[src/pfs_consts.svh]
/*
  Offsets, field layout and reset values of the port 1 pin function
  select registers. Assumes byte addressing on a 32-bit register bus.
*/
`ifndef PFS_CONSTS_SVH
`define PFS_CONSTS_SVH

// Register byte offsets
`define PFS_ADR_W          8
`define PFS_OFS_C_LOW      8'h10
`define PFS_OFS_C_HIGH     8'h14
`define PFS_OFS_D_LOW      8'h18

// Field layout: selectors low, write mask high
`define PFS_HALF_W         16
`define PFS_MASK_LSB       16
`define PFS_FIELD_W        4
`define PFS_PIN_COUNT      12
`define PFS_ROUTE_COUNT    14

// Reset values of the selector halves
`define PFS_RST_C_LOW      16'h0000
`define PFS_RST_C_HIGH     16'h0000
`define PFS_RST_D_LOW      16'h2200
`define PFS_RST_ZERO32     32'h0000_0000

`endif

[src/pfs_pkg.sv]
/*
  Types shared by the pin function select block.
  Assumes pfs_consts.svh sits on the include path.
*/
`include "pfs_consts.svh"

package pfs_pkg;

  // Selector codes that route a peripheral signal to a pad
  typedef enum logic [3:0] {
    PFS_FUNC_GPIO = 4'h0,
    PFS_FUNC_ALT1 = 4'h1,
    PFS_FUNC_ALT2 = 4'h2
  } pfs_func_t;

  typedef logic [`PFS_HALF_W-1:0] pfs_half_t;

endpackage : pfs_pkg

[src/pfs_mask_reg.sv]
/*
  One 16-bit selector register with a per-bit write mask.
  Assumes the caller qualifies wr_en_i and builds the mask.
*/
`timescale 1ns/1ns
`default_nettype none

`include "pfs_consts.svh"

module pfs_mask_reg
  import pfs_pkg::*;
#(
  parameter pfs_half_t RESET_VAL = `PFS_RST_C_LOW
) (
  input  wire logic      ref_clk_i,
  input  wire logic      reset_n_i,
  input  wire logic      wr_en_i,
  input  wire pfs_half_t data_i,
  input  wire pfs_half_t mask_i,
  output var  pfs_half_t value_o
);

  pfs_half_t val_q;
  pfs_half_t val_d;

  ////////////////////////////////////////////////////////////////////////
  // Masked update: unmasked bits keep their old value
  always_comb begin
    val_d = val_q;
    if (wr_en_i) begin
      val_d = (data_i & mask_i) | (val_q & ~mask_i);
    end
  end

  // Synchronous reset to the field defaults
  always_ff @(posedge ref_clk_i) begin
    if (!reset_n_i) begin
      val_q <= RESET_VAL;
    end else begin
      val_q <= val_d;
    end
  end

  assign value_o = val_q;
endmodule : pfs_mask_reg

`default_nettype wire

[src/pfs_top.sv]
/*
  Port 1 group C and lower group D pin function select registers,
  reached over a classic Wishbone slave, driving the pad multiplexer.
  Assumes a single 100 MHz clock and a synchronous active-low reset.

  // Notes on behaviour
  // - A written mask bit n+16 high lets selector bit n take new data.
  // - A written mask bit low leaves its selector bit unchanged.
  // - Mask bits are write-only, hold nothing and read back as zero.
  // - Offset 0x10 holds pins C0-C3; code 1 routes serial one signals.
  // - Offset 0x14 holds pins C4-C7; code 1 routes SDIO cmd, clk, d0, d1.
  // - Offset 0x18 pins D0, D1; code 1 routes SDIO data 2 and 3.
  // - Pins D2, D3: code 1 card data, code 2 debug serial, reset 2.
  // - Every selector reads back, rewrites, and directly steers its pad.
*/
// Our own choice: register access over Wishbone.
`timescale 1ns/1ns
`default_nettype none

`include "pfs_consts.svh"

module pfs_top
  import pfs_pkg::*;
(
  input  wire logic                  ref_clk_i,
  input  wire logic                  reset_n_i,
  input  wire logic                  wb_cyc_i,
  input  wire logic                  wb_stb_i,
  input  wire logic                  wb_we_i,
  input  wire logic [`PFS_ADR_W-1:0] wb_adr_i,
  input  wire logic [3:0]            wb_sel_i,
  input  wire logic [31:0]           wb_dat_i,
  output var  logic [31:0]           wb_dat_o,
  output var  logic                  wb_ack_o,
  output var  logic [3:0]            pin_c0_function_o,
  output var  logic [3:0]            pin_c1_function_o,
  output var  logic [3:0]            pin_c2_function_o,
  output var  logic [3:0]            pin_c3_function_o,
  output var  logic [3:0]            pin_c4_function_o,
  output var  logic [3:0]            pin_c5_function_o,
  output var  logic [3:0]            pin_c6_function_o,
  output var  logic [3:0]            pin_c7_function_o,
  output var  logic [3:0]            pin_d0_function_o,
  output var  logic [3:0]            pin_d1_function_o,
  output var  logic [3:0]            pin_d2_function_o,
  output var  logic [3:0]            pin_d3_function_o,
  output var  logic [11:0]           pin_gpio_mode_o,
  output var  logic                  serial_one_receive_en_o,
  output var  logic                  serial_one_transmit_en_o,
  output var  logic                  serial_one_clear_to_send_en_o,
  output var  logic                  serial_one_request_to_send_en_o,
  output var  logic                  sdio_command_en_o,
  output var  logic                  sdio_clock_en_o,
  output var  logic                  sdio_data_line_0_en_o,
  output var  logic                  sdio_data_line_1_en_o,
  output var  logic                  sdio_data_line_2_en_o,
  output var  logic                  sdio_data_line_3_en_o,
  output var  logic                  card_data_line_0_en_o,
  output var  logic                  card_data_line_1_en_o,
  output var  logic                  debug_serial_receive_en_o,
  output var  logic                  debug_serial_transmit_en_o
);

  // True when a pin selector holds the given code
  function automatic logic code_is(input logic [3:0] f, input pfs_func_t c);
    code_is = (f == 4'(c));
  endfunction : code_is

  ////////////////////////////////////////////////////////////////////////
  // Bus decode
  logic        req;
  logic        take;
  logic [2:0]  hit;
  pfs_half_t   wdata;
  pfs_half_t   wmask;
  pfs_half_t   sel_val [3];

  assign req  = wb_cyc_i & wb_stb_i;
  assign take = req & ~wb_ack_o;
  assign hit[0] = (wb_adr_i == `PFS_OFS_C_LOW);
  assign hit[1] = (wb_adr_i == `PFS_OFS_C_HIGH);
  assign hit[2] = (wb_adr_i == `PFS_OFS_D_LOW);
  assign wdata  = wb_dat_i[`PFS_HALF_W-1:0];

  // Mask bit qualified by both its own lane and the data lane it guards
  always_comb begin
    wmask = '0;
    for (int n = 0; n < `PFS_HALF_W; n++) begin
      wmask[n] = wb_dat_i[`PFS_MASK_LSB + n] & wb_sel_i[2 + n / 8]
                 & wb_sel_i[n / 8];
    end
  end

  ////////////////////////////////////////////////////////////////////////
  // The three selector registers
  localparam pfs_half_t RST_VAL [3] = '{`PFS_RST_C_LOW, `PFS_RST_C_HIGH,
                                        `PFS_RST_D_LOW};

  for (genvar r = 0; r < 3; r++) begin : g_reg
    pfs_mask_reg #(
      .RESET_VAL (RST_VAL[r])
    ) u_reg (
      .ref_clk_i (ref_clk_i),
      .reset_n_i (reset_n_i),
      .wr_en_i   (take & wb_we_i & hit[r]),
      .data_i    (wdata),
      .mask_i    (wmask),
      .value_o   (sel_val[r])
    );
  end

  ////////////////////////////////////////////////////////////////////////
  // Ack and read data; one wait state, ack drops after one cycle
  logic        ack_d;
  logic [31:0] rdat_d;

  always_comb begin
    ack_d  = take;
    rdat_d = `PFS_RST_ZERO32;
    if (take && !wb_we_i) begin
      unique case (1'b1)
        hit[0]:  rdat_d = {16'h0000, sel_val[0]};
        hit[1]:  rdat_d = {16'h0000, sel_val[1]};
        hit[2]:  rdat_d = {16'h0000, sel_val[2]};
        default: rdat_d = `PFS_RST_ZERO32; // Unmapped reads zero
      endcase
    end
  end

  always_ff @(posedge ref_clk_i) begin
    if (!reset_n_i) begin
      wb_ack_o <= 1'b0;
      wb_dat_o <= `PFS_RST_ZERO32;
    end else begin
      wb_ack_o <= ack_d;
      wb_dat_o <= rdat_d;
    end
  end

  ////////////////////////////////////////////////////////////////////////
  // Pad multiplexer selectors, straight from the registers
  logic [3:0] pinf [`PFS_PIN_COUNT];

  always_comb begin
    for (int k = 0; k < `PFS_PIN_COUNT; k++) begin
      pinf[k] = sel_val[k / 4][4 * (k % 4) +: `PFS_FIELD_W];
    end
  end

  assign pin_c0_function_o = pinf[0];
  assign pin_c1_function_o = pinf[1];
  assign pin_c2_function_o = pinf[2];
  assign pin_c3_function_o = pinf[3];
  assign pin_c4_function_o = pinf[4];
  assign pin_c5_function_o = pinf[5];
  assign pin_c6_function_o = pinf[6];
  assign pin_c7_function_o = pinf[7];
  assign pin_d0_function_o = pinf[8];
  assign pin_d1_function_o = pinf[9];
  assign pin_d2_function_o = pinf[10];
  assign pin_d3_function_o = pinf[11];

  ////////////////////////////////////////////////////////////////////////
  // Peripheral route enables, registered so they are glitch free
  logic [`PFS_ROUTE_COUNT-1:0] route_d;
  logic [`PFS_ROUTE_COUNT-1:0] route_q;
  logic [11:0]                 gpio_d;
  logic [11:0]                 gpio_q;

  always_comb begin
    route_d[0]  = code_is(pinf[0], PFS_FUNC_ALT1);
    route_d[1]  = code_is(pinf[1], PFS_FUNC_ALT1);
    route_d[2]  = code_is(pinf[2], PFS_FUNC_ALT1);
    route_d[3]  = code_is(pinf[3], PFS_FUNC_ALT1);
    route_d[4]  = code_is(pinf[4], PFS_FUNC_ALT1);
    route_d[5]  = code_is(pinf[5], PFS_FUNC_ALT1);
    route_d[6]  = code_is(pinf[6], PFS_FUNC_ALT1);
    route_d[7]  = code_is(pinf[7], PFS_FUNC_ALT1);
    route_d[8]  = code_is(pinf[8], PFS_FUNC_ALT1);
    route_d[9]  = code_is(pinf[9], PFS_FUNC_ALT1);
    route_d[10] = code_is(pinf[10], PFS_FUNC_ALT1);
    route_d[11] = code_is(pinf[11], PFS_FUNC_ALT1);
    route_d[12] = code_is(pinf[11], PFS_FUNC_ALT2);
    route_d[13] = code_is(pinf[10], PFS_FUNC_ALT2);
    for (int k = 0; k < `PFS_PIN_COUNT; k++) begin
      gpio_d[k] = !(code_is(pinf[k], PFS_FUNC_ALT1)
                    || (k >= 10 && code_is(pinf[k], PFS_FUNC_ALT2)));
    end
  end

  // Reset image matches the reset selectors: debug serial on D2/D3
  always_ff @(posedge ref_clk_i) begin
    if (!reset_n_i) begin
      route_q <= 14'h3000;
      gpio_q  <= 12'h3ff;
    end else begin
      route_q <= route_d;
      gpio_q  <= gpio_d;
    end
  end

  assign pin_gpio_mode_o                 = gpio_q;
  assign serial_one_receive_en_o         = route_q[0];
  assign serial_one_transmit_en_o        = route_q[1];
  assign serial_one_clear_to_send_en_o   = route_q[2];
  assign serial_one_request_to_send_en_o = route_q[3];
  assign sdio_command_en_o               = route_q[4];
  assign sdio_clock_en_o                 = route_q[5];
  assign sdio_data_line_0_en_o           = route_q[6];
  assign sdio_data_line_1_en_o           = route_q[7];
  assign sdio_data_line_2_en_o           = route_q[8];
  assign sdio_data_line_3_en_o           = route_q[9];
  assign card_data_line_0_en_o           = route_q[10];
  assign card_data_line_1_en_o           = route_q[11];
  assign debug_serial_receive_en_o       = route_q[12];
  assign debug_serial_transmit_en_o      = route_q[13];
endmodule : pfs_top

`default_nettype wire

[config.mk]
export PLATFORM = sky130hd
export DESIGN_NAME = pfs_top
export DESIGN_NICKNAME = d
export VERILOG_FILES = /design/src/pfs_pkg.sv /design/src/pfs_mask_reg.sv /design/src/pfs_top.sv
export VERILOG_INCLUDE_DIRS = /design/src /design/src/src
export SDC_FILE = /design/constraint.sdc
export NUM_CORES = 1
export LEC_CHECK = 0
export ABC_CLOCK_PERIOD_IN_PS = 2100
export BUFFER_PORTS_ARGS = -buffer_cell sky130_fd_sc_hd__buf_4
export CORE_MARGIN = 2
export CORE_UTILIZATION = 45
export CTS_BUF_LIST = sky130_fd_sc_hd__clkbuf_16
export DETAILED_ROUTE_END_ITERATION = 10
export PLACE_DENSITY_LB_ADDON = 0.25
export RECOVER_POWER = 25
export SLEW_MARGIN = 20
export SYNTH_ARGS = -nofsm -noshare
export SYNTH_HDL_FRONTEND = slang
export SYNTH_SLANG_ARGS = --single-unit
[constraint.sdc]
create_clock -name ref_clk_i -period 2.1 [get_ports ref_clk_i]
set_input_delay 0.21 -clock ref_clk_i [delete_from_list [all_inputs] [get_ports ref_clk_i]]
set_output_delay 0.21 -clock ref_clk_i [all_outputs]
set_load 0.05 [all_outputs]
==> results.ini, run 1 <==
[outcome]
outcome = finished, final reports clean

[sta]
skew_ps = 9.57
fin_ws_ps = 532
rsz0062_at_grt = false
final_max_slew_viol_count = 0
period_share_pct = 74.6
fmax_ghz = 0.638
finalHoldViolations = 0
slew_headroom_pct = 30.5
fin_crit_ps = 1570
fin_setup_tns_ps = 0
setup_viol = 0
worst_pin_slew_ps = 1040

[critical_path]
critical_path_buf_inv_count = 2
critPathMaxStageDelay_ps = 770
crit_slowest_cell = clkbuf_2
startpoint_type = input pin
crit_path_max_fanout = 51
r2r_slack_ps = 580
startpoint = reset_n_i
r2r_start = wb_ack_o$_SDFF_PN0_
cp-end-kind = flop
crit_chain = clkbuf_2 -> clkbuf_1 -> nand2_1 -> mux2i_1
worstSetupPathType = in -> reg
path_depth = 4
crit_required_ps = 2340
rr_worst_depth = 4
cp_top_family = buffers and inverters
arrival_ps = 1810

[grt]
grt_max_degree = 52
gr-total-overflow = 0
grt_pass1_wl_mm = 17.6
grt_pass1_vias = 3471
grt_usage_pct = 22.4
antenna_found_initial = 0

[synthesis]
synth_cell_types = 31
synth_top_area_share_pct = 45.0
synth_area_um2 = 4050
ys_ff_latch = 91
synth_top_area_cell = dfxtp_1
ys_seq_area_share_pct = 45.0
synthCells = 419
synth.area.top_cells = dfxtp_1 (45%), mux2i_1 (16%), nand2_1 (5.9%)
synth_warnings = 0
syn_area_per_cell_um2 = 9.66

[floorplanning]
start_util_pct = 46.4
num_io_pins = 156
die_width_um = 98.8
rows = 34
die_height_um = 98.8
dieArea_um2 = 9770
core-area_um2 = 8720

[pwr]
p_leak_nw = 2.33
ir_drop_mv = 0.383
power_density_nw_per_um2 = 709
p_total_mw = 3.73

[clocking]
ctsHtreeMaxLevel = 3
cts_buffers = 9
clk_path_buf_depth = 2
cts_tree = done
post-cts-setup-buffer-count = 0
cts_sinks = 91
cts_hold_buf = 0
clk_pin_slew_ps = 60
insertion_delay_ps = 330
cts_resized = 0
root_buffer = clkbuf_16

[route]
ant_nets = 0
vias_per_cell = 5.58
drt_iter0_drc = 127
drcViolationCount = 0
drt_first_pass_iters = 4
finalWirelength_mm = 11.4
wl_per_cell_um = 17.4
via_count = 3651

[layout]
diodes = 0
area_growth_pct = 29.8
regArea_um2 = 1820
multi_input_area_um2 = 1960
n_fill_cell = 780
drive_gt1_share_pct = 24.7
nets = 590

[hold_path]
hp-class = in -> reg

[place]
pre_cts_slack_ps = 231
place.gp.congestion = 0.818
portBuffers = 139
hpwl_mm = 7.93

[run]
cap_violations = 0

## how the worst min path moves through the flow
stage,from,endpoint,slack [ps],depth (start not counted)
CTS,wb_dat_i[13],flop,150,3
finish,wb_dat_i[13],flop,160,3
global route,wb_dat_i[5],flop,190,3
global placement,wb_dat_i[13],flop,480,3
detailed placement,flop,flop,490,2
floorplan,wb_dat_i[9],flop,370,2
## logic make-up (layout without fill, tap and decap cells)
kind of cell	count (synthesis)	count (layout)	share of synthesized area (%)
flops	91	91	45.0
compound gates	21	21	4.55
simple gates	176	176	26.1
buf+inv	64	176	7.98
xor+xnor	2	2	0.433
other cells	1	16	0.0927
mux	64	64	15.8
## metrics by stage
step	utilization (%)	instance area (um2)	hold WS, ps	std cells
2_1_floorplan	-	4100	370	434
3_3_place_gp	58.2	5080	478	638
3_5_place_dp	58.2	5080	489	638
4_1_cts	61.8	5390	154	654
5_1_grt	60.2	5250	185	654
6_report	60.2	5250	157	654
## cell usage in the layout, fill, tap and decap left out, types with 3 or more instances in the layout
cell	n
clkbuf_16	9
nand4_1	28
nor4b_1	10
a2bb2oi_1	16
dfxtp_1	91
nor4_1	4
buf_4	112
inv_1	14
nor4b_2	7
conb_1	16
and4b_1	6
nor3b_1	14
nand2_1	64
nor2_1	16
mux2i_1	64
nor2b_1	5
or4_1	11
nand3_1	3
clkbuf_1	35
## area by class of cell
| cell class | instances | area share (%) |
|---|---|---|
| Inverter | 12 | 0.857 |
| Tap cell | 108 | 2.57 |
| Timing Repair Buffer | 148 | 18.6 |
| Sequential cell | 91 | 34.7 |
| Clock inverter | 7 | 1.62 |
| Clock buffer | 9 | 4.29 |
| Multi-Input combinational cell | 279 | 37.4 |
## per-layer routing
layer	GRT usage, %	share of wire, %	vias to the layer above	routed length [um]
met2	36.5	49	145	5570
met4	8.75	2.3	0	267
met1	28.4	42	1767	4780
met5	0	0	-	0
li1	-	-	1714	-
met3	5.82	6.7	25	759
## tightest hold or removal path: cells and delay by family
| kind | cells | cell delay (ps) |
|---|---|---|
| mux | 1 | 110 |
| simple gates | 1 | 40 |
| buf+inv | 1 | 90 |
## cells in the mapped netlist, drive strengths merged
library cell / count
o31a: 2
nor2b: 5
a2bb2oi: 16
o41ai: 2
nand2: 64
conb: 1
or4b: 3
nor2: 16
nor3: 2
a2111oi: 1
xnor2: 2
and4b: 6
mux2i: 64
nand4: 28
nand4b: 1
nor4: 4
buf: 28
nor4b: 17
clkbuf: 24
nand3: 3
or4: 11
dfxtp: 91
nor3b: 14
inv: 12
nand4bb: 2
## power by group
group / switching [mW] / internal (mW)
combinational: 0.198 / 0.107
clock: 0.663 / 1.03
sequential: 0.000626 / 1.73
No activity file was read; power rests on OpenSTA's default activity.
==> run 2: changes to the inputs <==
ABC_CLOCK_PERIOD_IN_PS = 1300   (was 2100)
CORE_UTILIZATION = 44   (was 45)
clock period = 1.3 ns   (was 2.1 ns; I/O delays follow)
==> results.ini, run 2 (synthesis gave the netlist of run 1 again) <==
[floorplanning]
dieArea_um2 = 9980
die_height_um = 99.9
core-area_um2 = 8810
rows = 34
num_io_pins = 156
die_width_um = 99.9
start_util_pct = 46.0

[sta]
final_max_slew_viol_count = 0
fin_crit_ps = 1450
fin_ws_ps = -146
setup_viol = 46
slew_headroom_pct = 54.1
worst_pin_slew_ps = 688
period_share_pct = 111
fmax_ghz = 0.692
skew_ps = 6.80
fin_setup_tns_ps = -2380
finalHoldViolations = 0
rsz0062_at_grt = true

[critical_path]
crit_required_ps = 1520
startpoint_type = flop
cp-end-kind = flop
critPathMaxStageDelay_ps = 530
worstSetupPathType = reg -> reg
crit_chain = nand4b_1 -> buf_6 -> or4b_4 -> mux2i_1
crit_slowest_cell = or4b_4
crit_path_max_fanout = 4
arrival_ps = 1670

[clocking]
ctsHtreeMaxLevel = 3
insertion_delay_ps = 340
root_buffer = clkbuf_16
clk_path_buf_depth = 2
cts_tree = done
cts_sinks = 91
clk_pin_slew_ps = 70
cts_buffers = 9

[layout]
regArea_um2 = 1830
finish.utilization_pct = 68.6
n_fill_cell = 674
nets = 633
diodes = 0
layout_commonest_cell = buf_4
multi_input_area_um2 = 2250
area_growth_pct = 49.4
final_cell_mix = buf_4 (152), dfxtp_1 (90), mux2i_1 (64), nand2_1 (64)
drive_gt1_share_pct = 39.7

[grt]
grt_usage_pct = 23.7
antenna_found_initial = 0
met3_usage_pct = 4.39
gr-total-overflow = 0
gr-max-usage-layer = met2
gr-usage-met2_pct = 41.2
grt_max_degree = 31
grt_pass1_wl_mm = 18.8
met1_usage_pct = 29.3
grt_pass1_vias = 3760

[place]
hpwl_mm = 8.98
portBuffers = 139
place.gp.congestion = 0.863

[route]
via_count = 3831
ant_nets = 0
drcViolationCount = 0
finalWirelength_mm = 12.0
drt_iter0_drc = 120
vias_per_cell = 5.50
drt_first_pass_iters = 5
wl_per_cell_um = 17.2

[pwr]
ir_drop_mv = 0.671
power_density_nw_per_um2 = 1040
p_total_mw = 6.27
p_leak_nw = 2.98

[outcome]
outcome = finished, violations left
violations = setup timing

[run]
cap_violations = 0

[hold_path]
hp-class = in -> reg

-- run 2: cell type report --
class | count | share of cell area (%)
Inverter | 12 | 0.745
Clock inverter | 7 | 1.51
Timing Repair Buffer | 191 | 24.3
Tap cell | 108 | 2.24
Multi-Input combinational cell | 279 | 37.3
Clock buffer | 9 | 3.73
Sequential cell | 91 | 30.2
-- run 2: worst paths after layout --
| check | start | endpoint | slack (ps) | cells past startpoint |
|---|---|---|---|---|
| setup / recovery | wb_ack_o$_SDFF_PN0_ | flop | -150 | 4 |
| hold / removal | wb_dat_i[9] | flop | 80 | 3 |
| setup reg to reg | wb_ack_o$_SDFF_PN0_ | flop | -150 | 4 |
| hold reg to reg | flop | flop | 500 | 2 |
-- run 2: worst max-delay path: cells and delay by family, from the launching register on --
kind	cells	cell delay, ps
simple gates	2	700
mux	1	130
buf+inv	1	150
flops	1	340
-- run 2: metrics by stage --
step | setup WS [ps] | std cells | instance area (um2) | hold slack (ps)
after floorplan | -163 | 434 | 4320 | 290
after global placement | -348 | 678 | 5610 | 406
after global routing | -194 | 697 | 6040 | 96.8
after CTS | -121 | 696 | 6060 | 75.7
after detailed placement | -435 | 678 | 5610 | 433
final | -146 | 697 | 6040 | 83.1
-- run 2: report_power, final --
part	switching [mW]	internal (mW)	total (mW)
Sequential	0.000663	2.79	2.79
Clock	1.14	1.69	2.83
Combinational	0.379	0.272	0.651
Total	1.52	4.74	6.27
-- run 2: layer usage --
metal | vias up | wire length (um)
li1 | 1810 | -
met1 | 1834 | 4890
met2 | 166 | 6020
met3 | 21 | 820
met4 | 0 | 266
met5 | - | 0
-- run 2: repair_timing --
item,in CTS,in global routing
endpoints found under the hold margin,0,0
endpoints found under the setup margin,48,48
resized for setup,18,8
hold buffers,0,0
buffers inserted,1,1
pin swaps,6,6
gates cloned,1,0
